[src/design/event_status_pkg.sv]
// package of register map and field layout for the event/status registers
package event_status_pkg;
	// ==========================================================
	// register map
	localparam logic [7:0] EVENT_ADDR = 8'h00;
	localparam logic [7:0] LIVE_ADDR = 8'h01;
	localparam logic [7:0] EVENT_RESET = 8'h00;
	localparam logic [7:0] LIVE_RESET = 8'h00;
	localparam int REG_WIDTH = 8;
	// ==========================================================
	// field positions
	localparam int POWER_GOOD_BIT = 0;
	localparam int OVERCURRENT_BIT = 1;
	localparam int UNDERVOLTAGE_BIT = 2;
	localparam int SHORT_CIRCUIT_BIT = 3;
	localparam int SPARE_BIT = 4;
	localparam int PREWARNING_BIT = 5;
	localparam int WARNING_BIT = 6;
	localparam int SHUTDOWN_BIT = 7;
	// implemented bits, spare reads zero
	localparam logic [7:0] USED_MASK = 8'hEF;
endpackage : event_status_pkg

[src/design/condition_sync.sv]
// two-flop synchroniser and edge detector for the live condition inputs
`timescale 1ns/1ns
module condition_sync #(
	parameter int WIDTH = 8
) (
	input wire logic clk, // system clock
	input wire logic rst, // synchronous reset, high
	input wire logic [WIDTH-1:0] cond_in, // raw conditions from pins
	output logic [WIDTH-1:0] cond_out, // synchronised level
	output logic [WIDTH-1:0] change_out // pulse on either edge
);
	logic [WIDTH-1:0] meta_reg;
	logic [WIDTH-1:0] meta_next;
	logic [WIDTH-1:0] sync_reg;
	logic [WIDTH-1:0] sync_next;
	logic [WIDTH-1:0] prev_reg;
	logic [WIDTH-1:0] prev_next;

	// ==========================================================
	// next values
	always_comb begin
		meta_next = cond_in;
		sync_next = meta_reg;
		prev_next = sync_reg;
	end

	// registers, all clear at reset
	always_ff @(posedge clk) begin
		if (rst) begin
			meta_reg <= '0;
			sync_reg <= '0;
			prev_reg <= '0;
		end else begin
			meta_reg <= meta_next;
			sync_reg <= sync_next;
			prev_reg <= prev_next;
		end
	end

	assign cond_out = sync_reg;
	assign change_out = sync_reg ^ prev_reg;
endmodule : condition_sync

[src/design/regulator_event_status_regs.sv]
// event latch and live condition registers of the regulator
`timescale 1ns/1ns
module regulator_event_status_regs (
	input wire logic SYS_CLK, // 10 MHz logic clock
	input wire logic SYS_RST, // synchronous reset, high
	input wire logic POWER_GOOD_LIVE, // output within range
	input wire logic OUTPUT_OVERCURRENT_LIVE, // current over limit
	input wire logic INPUT_UNDERVOLTAGE_LIVE, // input below threshold
	input wire logic SHORT_CIRCUIT_LIVE, // short circuit seen
	input wire logic THERMAL_PREWARNING_LIVE, // above pre-warning
	input wire logic THERMAL_WARNING_LIVE, // above warning
	input wire logic THERMAL_SHUTDOWN_LIVE, // above shutdown
	input wire logic RD_STROBE, // one-cycle read request
	input wire logic [7:0] RD_ADDR, // register address
	output logic [7:0] RD_DATA, // read data, registered
	output logic RD_VALID, // pulse, data valid
	output logic [7:0] EVENT_BITS // latched events, registered
);
	// ==========================================================
	// internal nets
	// raw condition vector, spare slot held low
	logic [7:0] raw_cond;
	// synchronised level of every condition
	logic [7:0] live_cond;
	// one-cycle pulse on any change of a condition
	logic [7:0] change;
	// changes split by direction, then merged
	logic [7:0] rise_hit;
	logic [7:0] fall_hit;
	logic [7:0] set_hit;
	// latched events
	logic [7:0] event_reg;
	logic [7:0] event_next;
	// read images of the two registers
	logic [7:0] event_view;
	logic [7:0] live_view;
	// read port state
	logic [7:0] data_reg;
	logic [7:0] data_next;
	logic valid_reg;
	logic valid_next;
	// decoded read requests
	logic event_read;
	logic live_read;
	// named event fields
	logic power_good_event;
	logic output_overcurrent_event;
	logic input_undervoltage_event;
	logic short_circuit_event;
	logic thermal_prewarning_event;
	logic thermal_warning_event;
	logic thermal_shutdown_event;

	// ==========================================================
	// address decode, shared by the latch clear and the read mux
	function automatic logic addr_hit(
		input logic strobe,
		input logic [7:0] addr,
		input logic [7:0] target
	);
		// a request counts only while its strobe is high
		return strobe && (addr == target);
	endfunction : addr_hit

	// ==========================================================
	// condition gathering, spare bit tied low
	always_comb begin
		raw_cond = '0;
		raw_cond[event_status_pkg::POWER_GOOD_BIT] = POWER_GOOD_LIVE;
		raw_cond[event_status_pkg::OVERCURRENT_BIT] = OUTPUT_OVERCURRENT_LIVE;
		raw_cond[event_status_pkg::UNDERVOLTAGE_BIT] = INPUT_UNDERVOLTAGE_LIVE;
		raw_cond[event_status_pkg::SHORT_CIRCUIT_BIT] = SHORT_CIRCUIT_LIVE;
		raw_cond[event_status_pkg::PREWARNING_BIT] = THERMAL_PREWARNING_LIVE;
		raw_cond[event_status_pkg::WARNING_BIT] = THERMAL_WARNING_LIVE;
		raw_cond[event_status_pkg::SHUTDOWN_BIT] = THERMAL_SHUTDOWN_LIVE;
	end

	// pins synchronised, edges detected
	condition_sync #(
		.WIDTH(event_status_pkg::REG_WIDTH)
	) u_sync (
		.clk(SYS_CLK),
		.rst(SYS_RST),
		.cond_in(raw_cond),
		.cond_out(live_cond),
		.change_out(change)
	);

	// ==========================================================
	// edge qualification, one slice per register bit
	generate
		for (genvar i = 0; i < event_status_pkg::REG_WIDTH; i++) begin : g_edge
			assign rise_hit[i] = change[i] & live_cond[i];
			assign fall_hit[i] = change[i] & ~live_cond[i];
			// spare slot never latches
			assign set_hit[i] = (rise_hit[i] | fall_hit[i])
				& event_status_pkg::USED_MASK[i];
		end
	endgenerate

	// ==========================================================
	// read request decode
	always_comb begin
		event_read = addr_hit(RD_STROBE, RD_ADDR,
			event_status_pkg::EVENT_ADDR);
		live_read = addr_hit(RD_STROBE, RD_ADDR,
			event_status_pkg::LIVE_ADDR);
	end

	// ==========================================================
	// event latch
	// clear on read, then any edge sets; no event lost to a clear
	always_comb begin
		event_next = event_reg;
		if (event_read) begin
			event_next = event_status_pkg::EVENT_RESET;
		end
		// edge sets, set wins over clear
		event_next = event_next | set_hit;
	end

	// latch register, cleared at reset
	always_ff @(posedge SYS_CLK) begin
		if (SYS_RST) begin
			event_reg <= event_status_pkg::EVENT_RESET;
		end else begin
			event_reg <= event_next;
		end
	end

	// ==========================================================
	// named event fields
	// power good event
	assign power_good_event =
		event_reg[event_status_pkg::POWER_GOOD_BIT];
	assign output_overcurrent_event =
		event_reg[event_status_pkg::OVERCURRENT_BIT];
	assign input_undervoltage_event =
		event_reg[event_status_pkg::UNDERVOLTAGE_BIT];
	// short circuit event
	assign short_circuit_event =
		event_reg[event_status_pkg::SHORT_CIRCUIT_BIT];
	assign thermal_prewarning_event =
		event_reg[event_status_pkg::PREWARNING_BIT];
	assign thermal_warning_event =
		event_reg[event_status_pkg::WARNING_BIT];
	// thermal shutdown event
	assign thermal_shutdown_event =
		event_reg[event_status_pkg::SHUTDOWN_BIT];

	// event register image, spare slot reads zero
	always_comb begin
		event_view = '0;
		event_view[event_status_pkg::POWER_GOOD_BIT] = power_good_event;
		event_view[event_status_pkg::OVERCURRENT_BIT] =
			output_overcurrent_event;
		event_view[event_status_pkg::UNDERVOLTAGE_BIT] =
			input_undervoltage_event;
		event_view[event_status_pkg::SHORT_CIRCUIT_BIT] = short_circuit_event;
		event_view[event_status_pkg::PREWARNING_BIT] =
			thermal_prewarning_event;
		event_view[event_status_pkg::WARNING_BIT] = thermal_warning_event;
		event_view[event_status_pkg::SHUTDOWN_BIT] = thermal_shutdown_event;
	end

	// ==========================================================
	// live register image, unlatched
	// live image follows the synchronised levels
	always_comb begin
		live_view = '0;
		live_view[event_status_pkg::POWER_GOOD_BIT] =
			live_cond[event_status_pkg::POWER_GOOD_BIT];
		live_view[event_status_pkg::OVERCURRENT_BIT] =
			live_cond[event_status_pkg::OVERCURRENT_BIT];
		live_view[event_status_pkg::UNDERVOLTAGE_BIT] =
			live_cond[event_status_pkg::UNDERVOLTAGE_BIT];
		live_view[event_status_pkg::SHORT_CIRCUIT_BIT] =
			live_cond[event_status_pkg::SHORT_CIRCUIT_BIT];
		live_view[event_status_pkg::PREWARNING_BIT] =
			live_cond[event_status_pkg::PREWARNING_BIT];
		live_view[event_status_pkg::WARNING_BIT] =
			live_cond[event_status_pkg::WARNING_BIT];
		live_view[event_status_pkg::SHUTDOWN_BIT] =
			live_cond[event_status_pkg::SHUTDOWN_BIT];
	end

	// ==========================================================
	// read port
	// next read data: answer one cycle after the strobe
	always_comb begin
		data_next = data_reg;
		valid_next = RD_STROBE;
		if (event_read) begin
			data_next = event_view;
		end else if (live_read) begin
			data_next = live_view;
		end else if (RD_STROBE) begin
			// unmapped addresses read zero
			data_next = '0;
		end
	end

	// read registers, data holds until the next read
	always_ff @(posedge SYS_CLK) begin
		if (SYS_RST) begin
			data_reg <= event_status_pkg::LIVE_RESET;
			valid_reg <= 1'b0;
		end else begin
			data_reg <= data_next;
			valid_reg <= valid_next;
		end
	end

	// ==========================================================
	// outputs, all straight from flip-flops
	assign RD_DATA = data_reg;
	assign RD_VALID = valid_reg;
	assign EVENT_BITS = event_reg;
endmodule : regulator_event_status_regs

[config.mk]
export PLATFORM = sky130hd
export DESIGN_NAME = regulator_event_status_regs
export DESIGN_NICKNAME = d
export VERILOG_FILES = /design/src/design/event_status_pkg.sv /design/src/design/condition_sync.sv /design/src/design/regulator_event_status_regs.sv
export SDC_FILE = /design/constraint.sdc
export NUM_CORES = 1
export LEC_CHECK = 0
export BUFFER_PORTS_ARGS = -buffer_cell sky130_fd_sc_hd__buf_2
export CAP_MARGIN = 0
export CORE_MARGIN = 2
export CORE_UTILIZATION = 30
export DETAILED_ROUTE_END_ITERATION = 7
export PLACE_DENSITY = 0.57
export RECOVER_POWER = 50
export SLEW_MARGIN = 20
export SYNTH_ARGS = -nofsm -noshare
export SYNTH_HDL_FRONTEND = slang
export SYNTH_HIERARCHICAL = 1
export SYNTH_SLANG_ARGS = --single-unit
[constraint.sdc]
create_clock -name SYS_CLK -period 1.15 [get_ports SYS_CLK]
set_input_delay 0.0575 -clock SYS_CLK [delete_from_list [all_inputs] [get_ports SYS_CLK]]
set_output_delay 0.0575 -clock SYS_CLK [all_outputs]
set_load 0.05 [all_outputs]
==> reports/qor.yml, run 1 <==
start_kind: "input port"
wl_um: 2591
cts_resized: 0
drv_slew: 0
rows: 25
final_cells: 221
cts_made_buffers: 5
clock-sinks: 36
rr_endpoint: "EVENT_BITS[7]"
gr-total-overflow: 0
port_buffers: 32
relSlewSlack_pct: 45.75
postRouteAntennaNets: 0
outcome: "finished clean"
cts_max_level: 2
crit_type: "in2reg"
dp_hpwl_um: 1918
ys_warn_count: 6
clkTransAtPathRegs_ps: 70
setup_ws_ps: 143.9
fmax_mhz: 993.9
drc: 0
hold_path_class: "in2reg"
diodes: 0
critPathMaxFanout: 7
final_common_cell: "dfxtp_1"
ctsLongestPathBuffers: 2
cellLeakagePower_nw: 0.8307
cp.arrival_ps: 1180
fin_area_sq_um: 1831
grtUsageTotal_pct: 10.79
rrSetupSlack_ps: 170
antenna_found_initial: 0
final_core_util_pct: 39.28
layout_common_cells: "dfxtp_1, buf_2, nor2_1, nor2b_2"
nNetsFinal: 185
final-setup-viol-count: 0
cts_tree: "built"
end_kind: "flip-flop"
grt_max_degree: 29
first_pass_iters: 4
route.vias.total: 998
total_power_mw: 2.573
dieArea_sq_um: 5327
start_util_pct: 30.63
dieWidth_um: 72.99
place_congestion: 0.7130
rr_worst_depth: 3
place_ws_ps: -120.5
vdd_ir_drop_max_v: 0.0006784
dp_cells: 208
grt_pass1_wl_um: 4374
period_minus_slack_ps: 1006
via_per_inst: 4.516
area_delta_synth_final_pct: 28.22
grt_pass1_vias: 986
drt-initial-drc-count: 13
synth_area_sq_um: 1428
maxCapViolations: 0
reg2reg_from: "u_sync/cond_out[7]"
syn_inst: 122
routedWlPerCell_um: 11.72
setup_tns_ps: 0
rsz0062_at_grt: "no"
clock_latency_ps: 270
synth.avg_cell_area_sq_um: 11.70
io_pins: 35
fin_skew_ps: 6.096
core_area_sq_um: 4661
whs_ps: 11.32
worst_pin_slew_ps: 813.8
period_share_pct: 87.49
cts-root-buf: "clkbuf_8"
hold_start: "OUTPUT_OVERCURRENT_LIVE"
hold_viol: 0
die_h_um: 72.99
cp.required_ps: 1320
hold_path_depth: 2
hold_end: "u_sync/meta_reg[1]"
layout-drive-gt1-share_pct: 48.50
place_area_sq_um: 1679
p_per_area_nw_per_um2: 1405
-- per-layer routing --
metal  vias to the layer above  global-route usage (%)  routed length (um)
li1                        508                       -                   -
met1                       464                   12.49                1152
met2                        24                   18.12                1290
met3                         2                   3.315                 132
met4                         0                   4.938                  16
met5                         -                       0                   0
-- power breakdown --
part,internal (mW),total [mW],switching (mW)
Sequential,1.30,1.32,0.0273
Clock,0.533,0.930,0.397
Combinational,0.124,0.318,0.194
Total,1.95,2.57,0.619
-- layout make-up --
type                    instances  area, sq um
clock buffers                   7        96.34
fillers                       449         2830
multi-input cells              77        641.9
flip-flops and latches         36        729.5
well taps                      54        67.56
repair buffers                 47        295.3
-- timing repair --
item / in CTS / in global routing
endpoints found under the hold margin: 6 / 0
hold buffers: 6 / 0
buffers inserted: 0 / 0
-- worst max-delay path, cell delays in order --
cell     delay, ps
buf_2          100
or4b_1         510
buf_4          190
o41ai_2        310
-- worst max path at each step --
stage,slack [ps],cells after the start,endpoint,from
after floorplan,4,3,RD_DATA[0],RD_ADDR[1]
after global placement,-90,4,RD_DATA[6],RD_ADDR[6]
after detailed placement,-120,4,RD_DATA[2],RD_ADDR[6]
after CTS,140,1,EVENT_BITS[0],EVENT_BITS[0]
after global routing,80,3,u_sync/meta_reg[6],SYS_RST
final,140,4,RD_DATA[2],RD_ADDR[6]
Power figures use the tool's default switching activity.
==> run 2: changes to the inputs <==
--- a/config.mk
+++ b/config.mk
@@ -5,7 +5,7 @@
 export SDC_FILE = /design/constraint.sdc
 export NUM_CORES = 1
 export LEC_CHECK = 0
-export BUFFER_PORTS_ARGS = -buffer_cell sky130_fd_sc_hd__buf_2
+export BUFFER_PORTS_ARGS = -buffer_cell sky130_fd_sc_hd__buf_4
 export CAP_MARGIN = 0
 export CORE_MARGIN = 2
 export CORE_UTILIZATION = 30
==> run 2 against run 1 <==
Against the previous run:
- critical path depth unchanged
- maximum frequency is 1.1% lower
- register-to-register slack barely moved
- non-clock buffer count is 1 higher
- sequential power hardly changed
- critical path type unchanged
==> reports/qor.yml, run 2 (synthesis results as in run 1) <==
dp_hpwl_um: 1960
final_cells: 223
io_pins: 35
clock_latency_ps: 270
dieArea_sq_um: 5327
antenna_found_initial: 0
rows: 25
dieWidth_um: 72.99
die_h_um: 72.99
cts_tree: "built"
routedWlPerCell_um: 11.86
crit_buf_inv: 2
crit_type: "in2reg"
cts-root-buf: "clkbuf_8"
fin_skew_ps: 3.572
grt_pass1_vias: 1086
setup_tns_ps: 0
grt_max_degree: 29
start_util_pct: 30.63
cp_slowest_cell: "or4b_1"
place_congestion: 0.6798
maxCapViolations: 0
final-setup-viol-count: 0
vdd_ir_drop_max_v: 0.0008497
drc: 0
ctsLongestPathBuffers: 2
wl_um: 2644
cts_resized: 0
drt-met1-wl_um: 1150
area_delta_synth_final_pct: 33.48
via_per_inst: 4.525
wl_met3_um: 140
postCtsHoldBufs: 7
clock-sinks: 36
crit_family: "simple AND/OR/NAND/NOR gates"
p_per_area_nw_per_um2: 1341
hold_viol: 0
core_area_sq_um: 4661
dr_wl_met2_um: 1305
period_share_pct: 88.45
period_minus_slack_ps: 1017
hold_path_class: "in2reg"
crit_path_frequent_cell: "buf_4"
postRouteAntennaNets: 0
first_pass_iters: 4
fmax_mhz: 983.1
cts_made_buffers: 5
end_kind: "flip-flop"
route.vias.total: 1009
outcome: "finished clean"
cp.required_ps: 1320
port_buffers: 32
gr-total-overflow: 0
max_stage_delay_ps: 510
diodes: 0
rsz0062_at_grt: "no"
nNetsFinal: 186
drv_slew: 0
top_layer: "met4"
post-cts-setup-buffers: 0
cellLeakagePower_nw: 0.8463
start_kind: "input port"
clkTransAtPathRegs_ps: 70
cp_cell_sequence: "buf_4, or4b_1, buf_4, o41ai_2"
critPathMaxFanout: 7
grtUsageTotal_pct: 11.43
dp_cells: 208
grt_pass1_wl_um: 4595
layout_common_cells: "dfxtp_1, buf_4, nor2_1, nor2b_2"
drt-initial-drc-count: 24
cp.arrival_ps: 1190
cts_max_level: 2
layout-drive-gt1-share_pct: 47.34
-- run 2: area by class of cell --
type / instances / area [sq um]
repair buffers: 48 / 379.1
clock buffers: 8 / 90.09
well taps: 54 / 67.56
multi-input cells: 77 / 639.4
fillers: 459 / 2755
flip-flops and latches: 36 / 729.5
-- run 2: per-stage QoR --
stage / worst slack [ps] / util, % / total power [mW] / cell area (sq um) / hold WS [ps]
after floorplan: 4.380 / - / 1.570 / 1440 / 182.7
after global placement: -103.7 / 37.75 / 1.679 / 1759 / 262.8
after detailed placement: -144.1 / 37.75 / 1.690 / 1759 / 268.0
after CTS: 134.2 / 41.18 / 2.606 / 1919 / 83.12
after global routing: 38.75 / 40.89 / 2.677 / 1906 / 101.2
final: 132.8 / 40.89 / 2.556 / 1906 / 89.19
-- run 2: worst paths after layout --
path | from | to | slack (ps) | cells after the start
max reg2reg | u_sync/cond_out[3] | EVENT_BITS[3] | 170 | 3
min reg2reg | u_sync/meta_reg[7] | u_sync/cond_out[7] | 440 | 1
min | SYS_RST | RD_VALID | 90 | 2
max | RD_ADDR[6] | RD_DATA[2] | 130 | 4
-- run 2: per-layer routing --
layer	up-vias	track usage (%)
li1	511	-
met1	471	12.36
met2	23	19.42
met3	4	3.591
met4	0	6.790
met5	-	0
-- run 2: worst reg2reg max path: cells and delay by family, from the launching register on --
kind | cells | cell delay, ps
xor+xnor | 1 | 200
flops | 1 | 360
simple gates | 1 | 60
compound gates | 1 | 260
-- run 2: power breakdown --
part | switching [mW] | total (mW) | internal [mW]
Clock | 0.395 | 0.883 | 0.488
Sequential | 0.0290 | 1.33 | 1.30
Combinational | 0.195 | 0.347 | 0.152
==> run 3: changes to the inputs <==
--- a/config.mk
+++ b/config.mk
@@ -8,9 +8,9 @@
 export BUFFER_PORTS_ARGS = -buffer_cell sky130_fd_sc_hd__buf_4
 export CAP_MARGIN = 0
 export CORE_MARGIN = 2
-export CORE_UTILIZATION = 30
+export CORE_UTILIZATION = 47
 export DETAILED_ROUTE_END_ITERATION = 7
-export PLACE_DENSITY = 0.57
+export PLACE_DENSITY = 0.8
 export RECOVER_POWER = 50
 export SLEW_MARGIN = 20
 export SYNTH_ARGS = -nofsm -noshare
==> run 3 against run 2 <==
Against the previous run:
- worst hold slack better by 9.3 ps
- sequential share of layout area up 1.1 points
- clock power down 24%
- maximum frequency up 0.26%
- sequential power about the same
- final area down 3.0%
- setup slack better by 2.7 ps
- register-to-register slack worse by 30 ps
- die area down 34%
- highest routed layer unchanged
==> reports/qor.yml, run 3 (synthesis results as in run 1) <==
area_delta_synth_final_pct: 29.54
clkTransAtPathRegs_ps: 100
via_per_inst: 4.995
clock_latency_ps: 330
clock-sinks: 36
routedWlPerCell_um: 12.28
grtUsageTotal_pct: 15.92
crit_type: "reg2reg"
maxCapViolations: 0
final-setup-viol-count: 0
rsz0062_at_grt: "no"
cts_resized: 0
final_core_util_pct: 65.37
cts_max_level: 2
postRouteAntennaNets: 0
seq_area_sq_um: 728.2
p_clk_share_pct: 28.7
drc: 0
cellLeakagePower_nw: 0.8388
sw_frac_of_total_pct: 25.83
hold_path_class: "in2reg"
multi_input_area_sq_um: 639.4
drt-initial-drc-count: 15
grt_pass1_wl_um: 4071
p_sw_mw: 0.6052
vdd_ir_drop_max_v: 0.0008481
final_cells: 200
dieArea_sq_um: 3495
grt_max_degree: 25
start_kind: "flip-flop"
p_int_mw: 1.738
layout-drive-gt1-share_pct: 47.93
period_share_pct: 88.22
layout_common_cells: "dfxtp_1, buf_4, nor2_1, nor2b_2, clkbuf_4"
route.vias.total: 999
place_congestion: 0.7315
start_util_pct: 50.46
comb_power_share_pct: 14.8
first_pass_iters: 4
place_ws_ps: -148.0
antenna_found_initial: 0
num-fill-cells: 227
fin_area_sq_um: 1849
gr-total-overflow: 0
hold_viol: 0
nNetsFinal: 186
port_buffers: 32
setup_ws_ps: 135.5
end_kind: "flip-flop"
seqPwrFrac_pct: 56.5
fin_skew_ps: 2.659
drv_slew: 0
period_minus_slack_ps: 1015
die_h_um: 59.12
p_per_area_nw_per_um2: 1267
dp_hpwl_um: 1814
outcome: "finished clean"
cts_made_buffers: 5
wl_um: 2456
fmax_mhz: 985.7
dp_cells: 185
rows: 19
core_area_sq_um: 2829
ctsLongestPathBuffers: 2
dieWidth_um: 59.12
io_pins: 35
critPathMaxFanout: 3
place_area_sq_um: 1730
cp.required_ps: 1380
grt_pass1_vias: 971
cp.arrival_ps: 1250
diodes: 0
cts-root-buf: "clkbuf_4"
post-cts-setup-buffers: 0
cts_tree: "built"
[run 3: final timing paths]
path                 startpoint                  to  slack, ps  cells past startpoint
min reg2reg  u_sync/meta_reg[2]  u_sync/cond_out[2]        440                      1
max          u_sync/cond_out[3]       EVENT_BITS[3]        140                      3
min                     SYS_RST  u_sync/prev_reg[0]        100                      2
max reg2reg  u_sync/cond_out[3]       EVENT_BITS[3]        140                      3
[run 3: power by group through the flow]
stage / registers (mW) / clock network, mW / logic [mW]
finish: 1.32 / 0.674 / 0.346
global route: 1.33 / 0.764 / 0.372
CTS: 1.32 / 0.706 / 0.354
detailed placement: 1.35 / 0 / 0.334
global placement: 1.35 / 0 / 0.324
floorplan: 1.42 / 0 / 0.152
[run 3: repair_timing]
| action | in CTS | in global routing |
|---|---|---|
| hold buffers | 7 | 0 |
| endpoints found under the hold margin | 7 | 0 |
| setup endpoints to repair | 0 | 0 |
[run 3: worst max-delay path: stages (launching register included)]
cell      delay [ps]
dfxtp_1          370
xor2_1           210
nor2_1            60
a311oi_1         290
[run 3: layout make-up]
| class | count | share of cell area (%) |
|---|---|---|
| multi-input combinational | 77 | 34.57 |
| tap | 31 | 2.097 |
| sequential | 36 | 39.38 |
| clock buffer | 6 | 2.774 |
| clock inverter | 2 | 0.5413 |
| timing repair buffer | 48 | 20.64 |
[run 3: per-stage QoR]
stage	hold slack (ps)	power, mW	TNS (ps)
2_1_floorplan	182.7	1.570	0
3_3_place_gp	264.1	1.675	-646.8
3_5_place_dp	268.1	1.688	-976.0
4_1_cts	81.37	2.384	0
5_1_grt	83.86	2.467	0
6_report	98.50	2.343	0
[run 3: layer usage]
metal	up-vias	global-route usage (%)	share of wire (%)
li1	513	-	-
met1	452	16.51	43
met2	29	27.62	50
met3	5	6.769	5.5
met4	0	7.468	1.7
met5	-	0	0
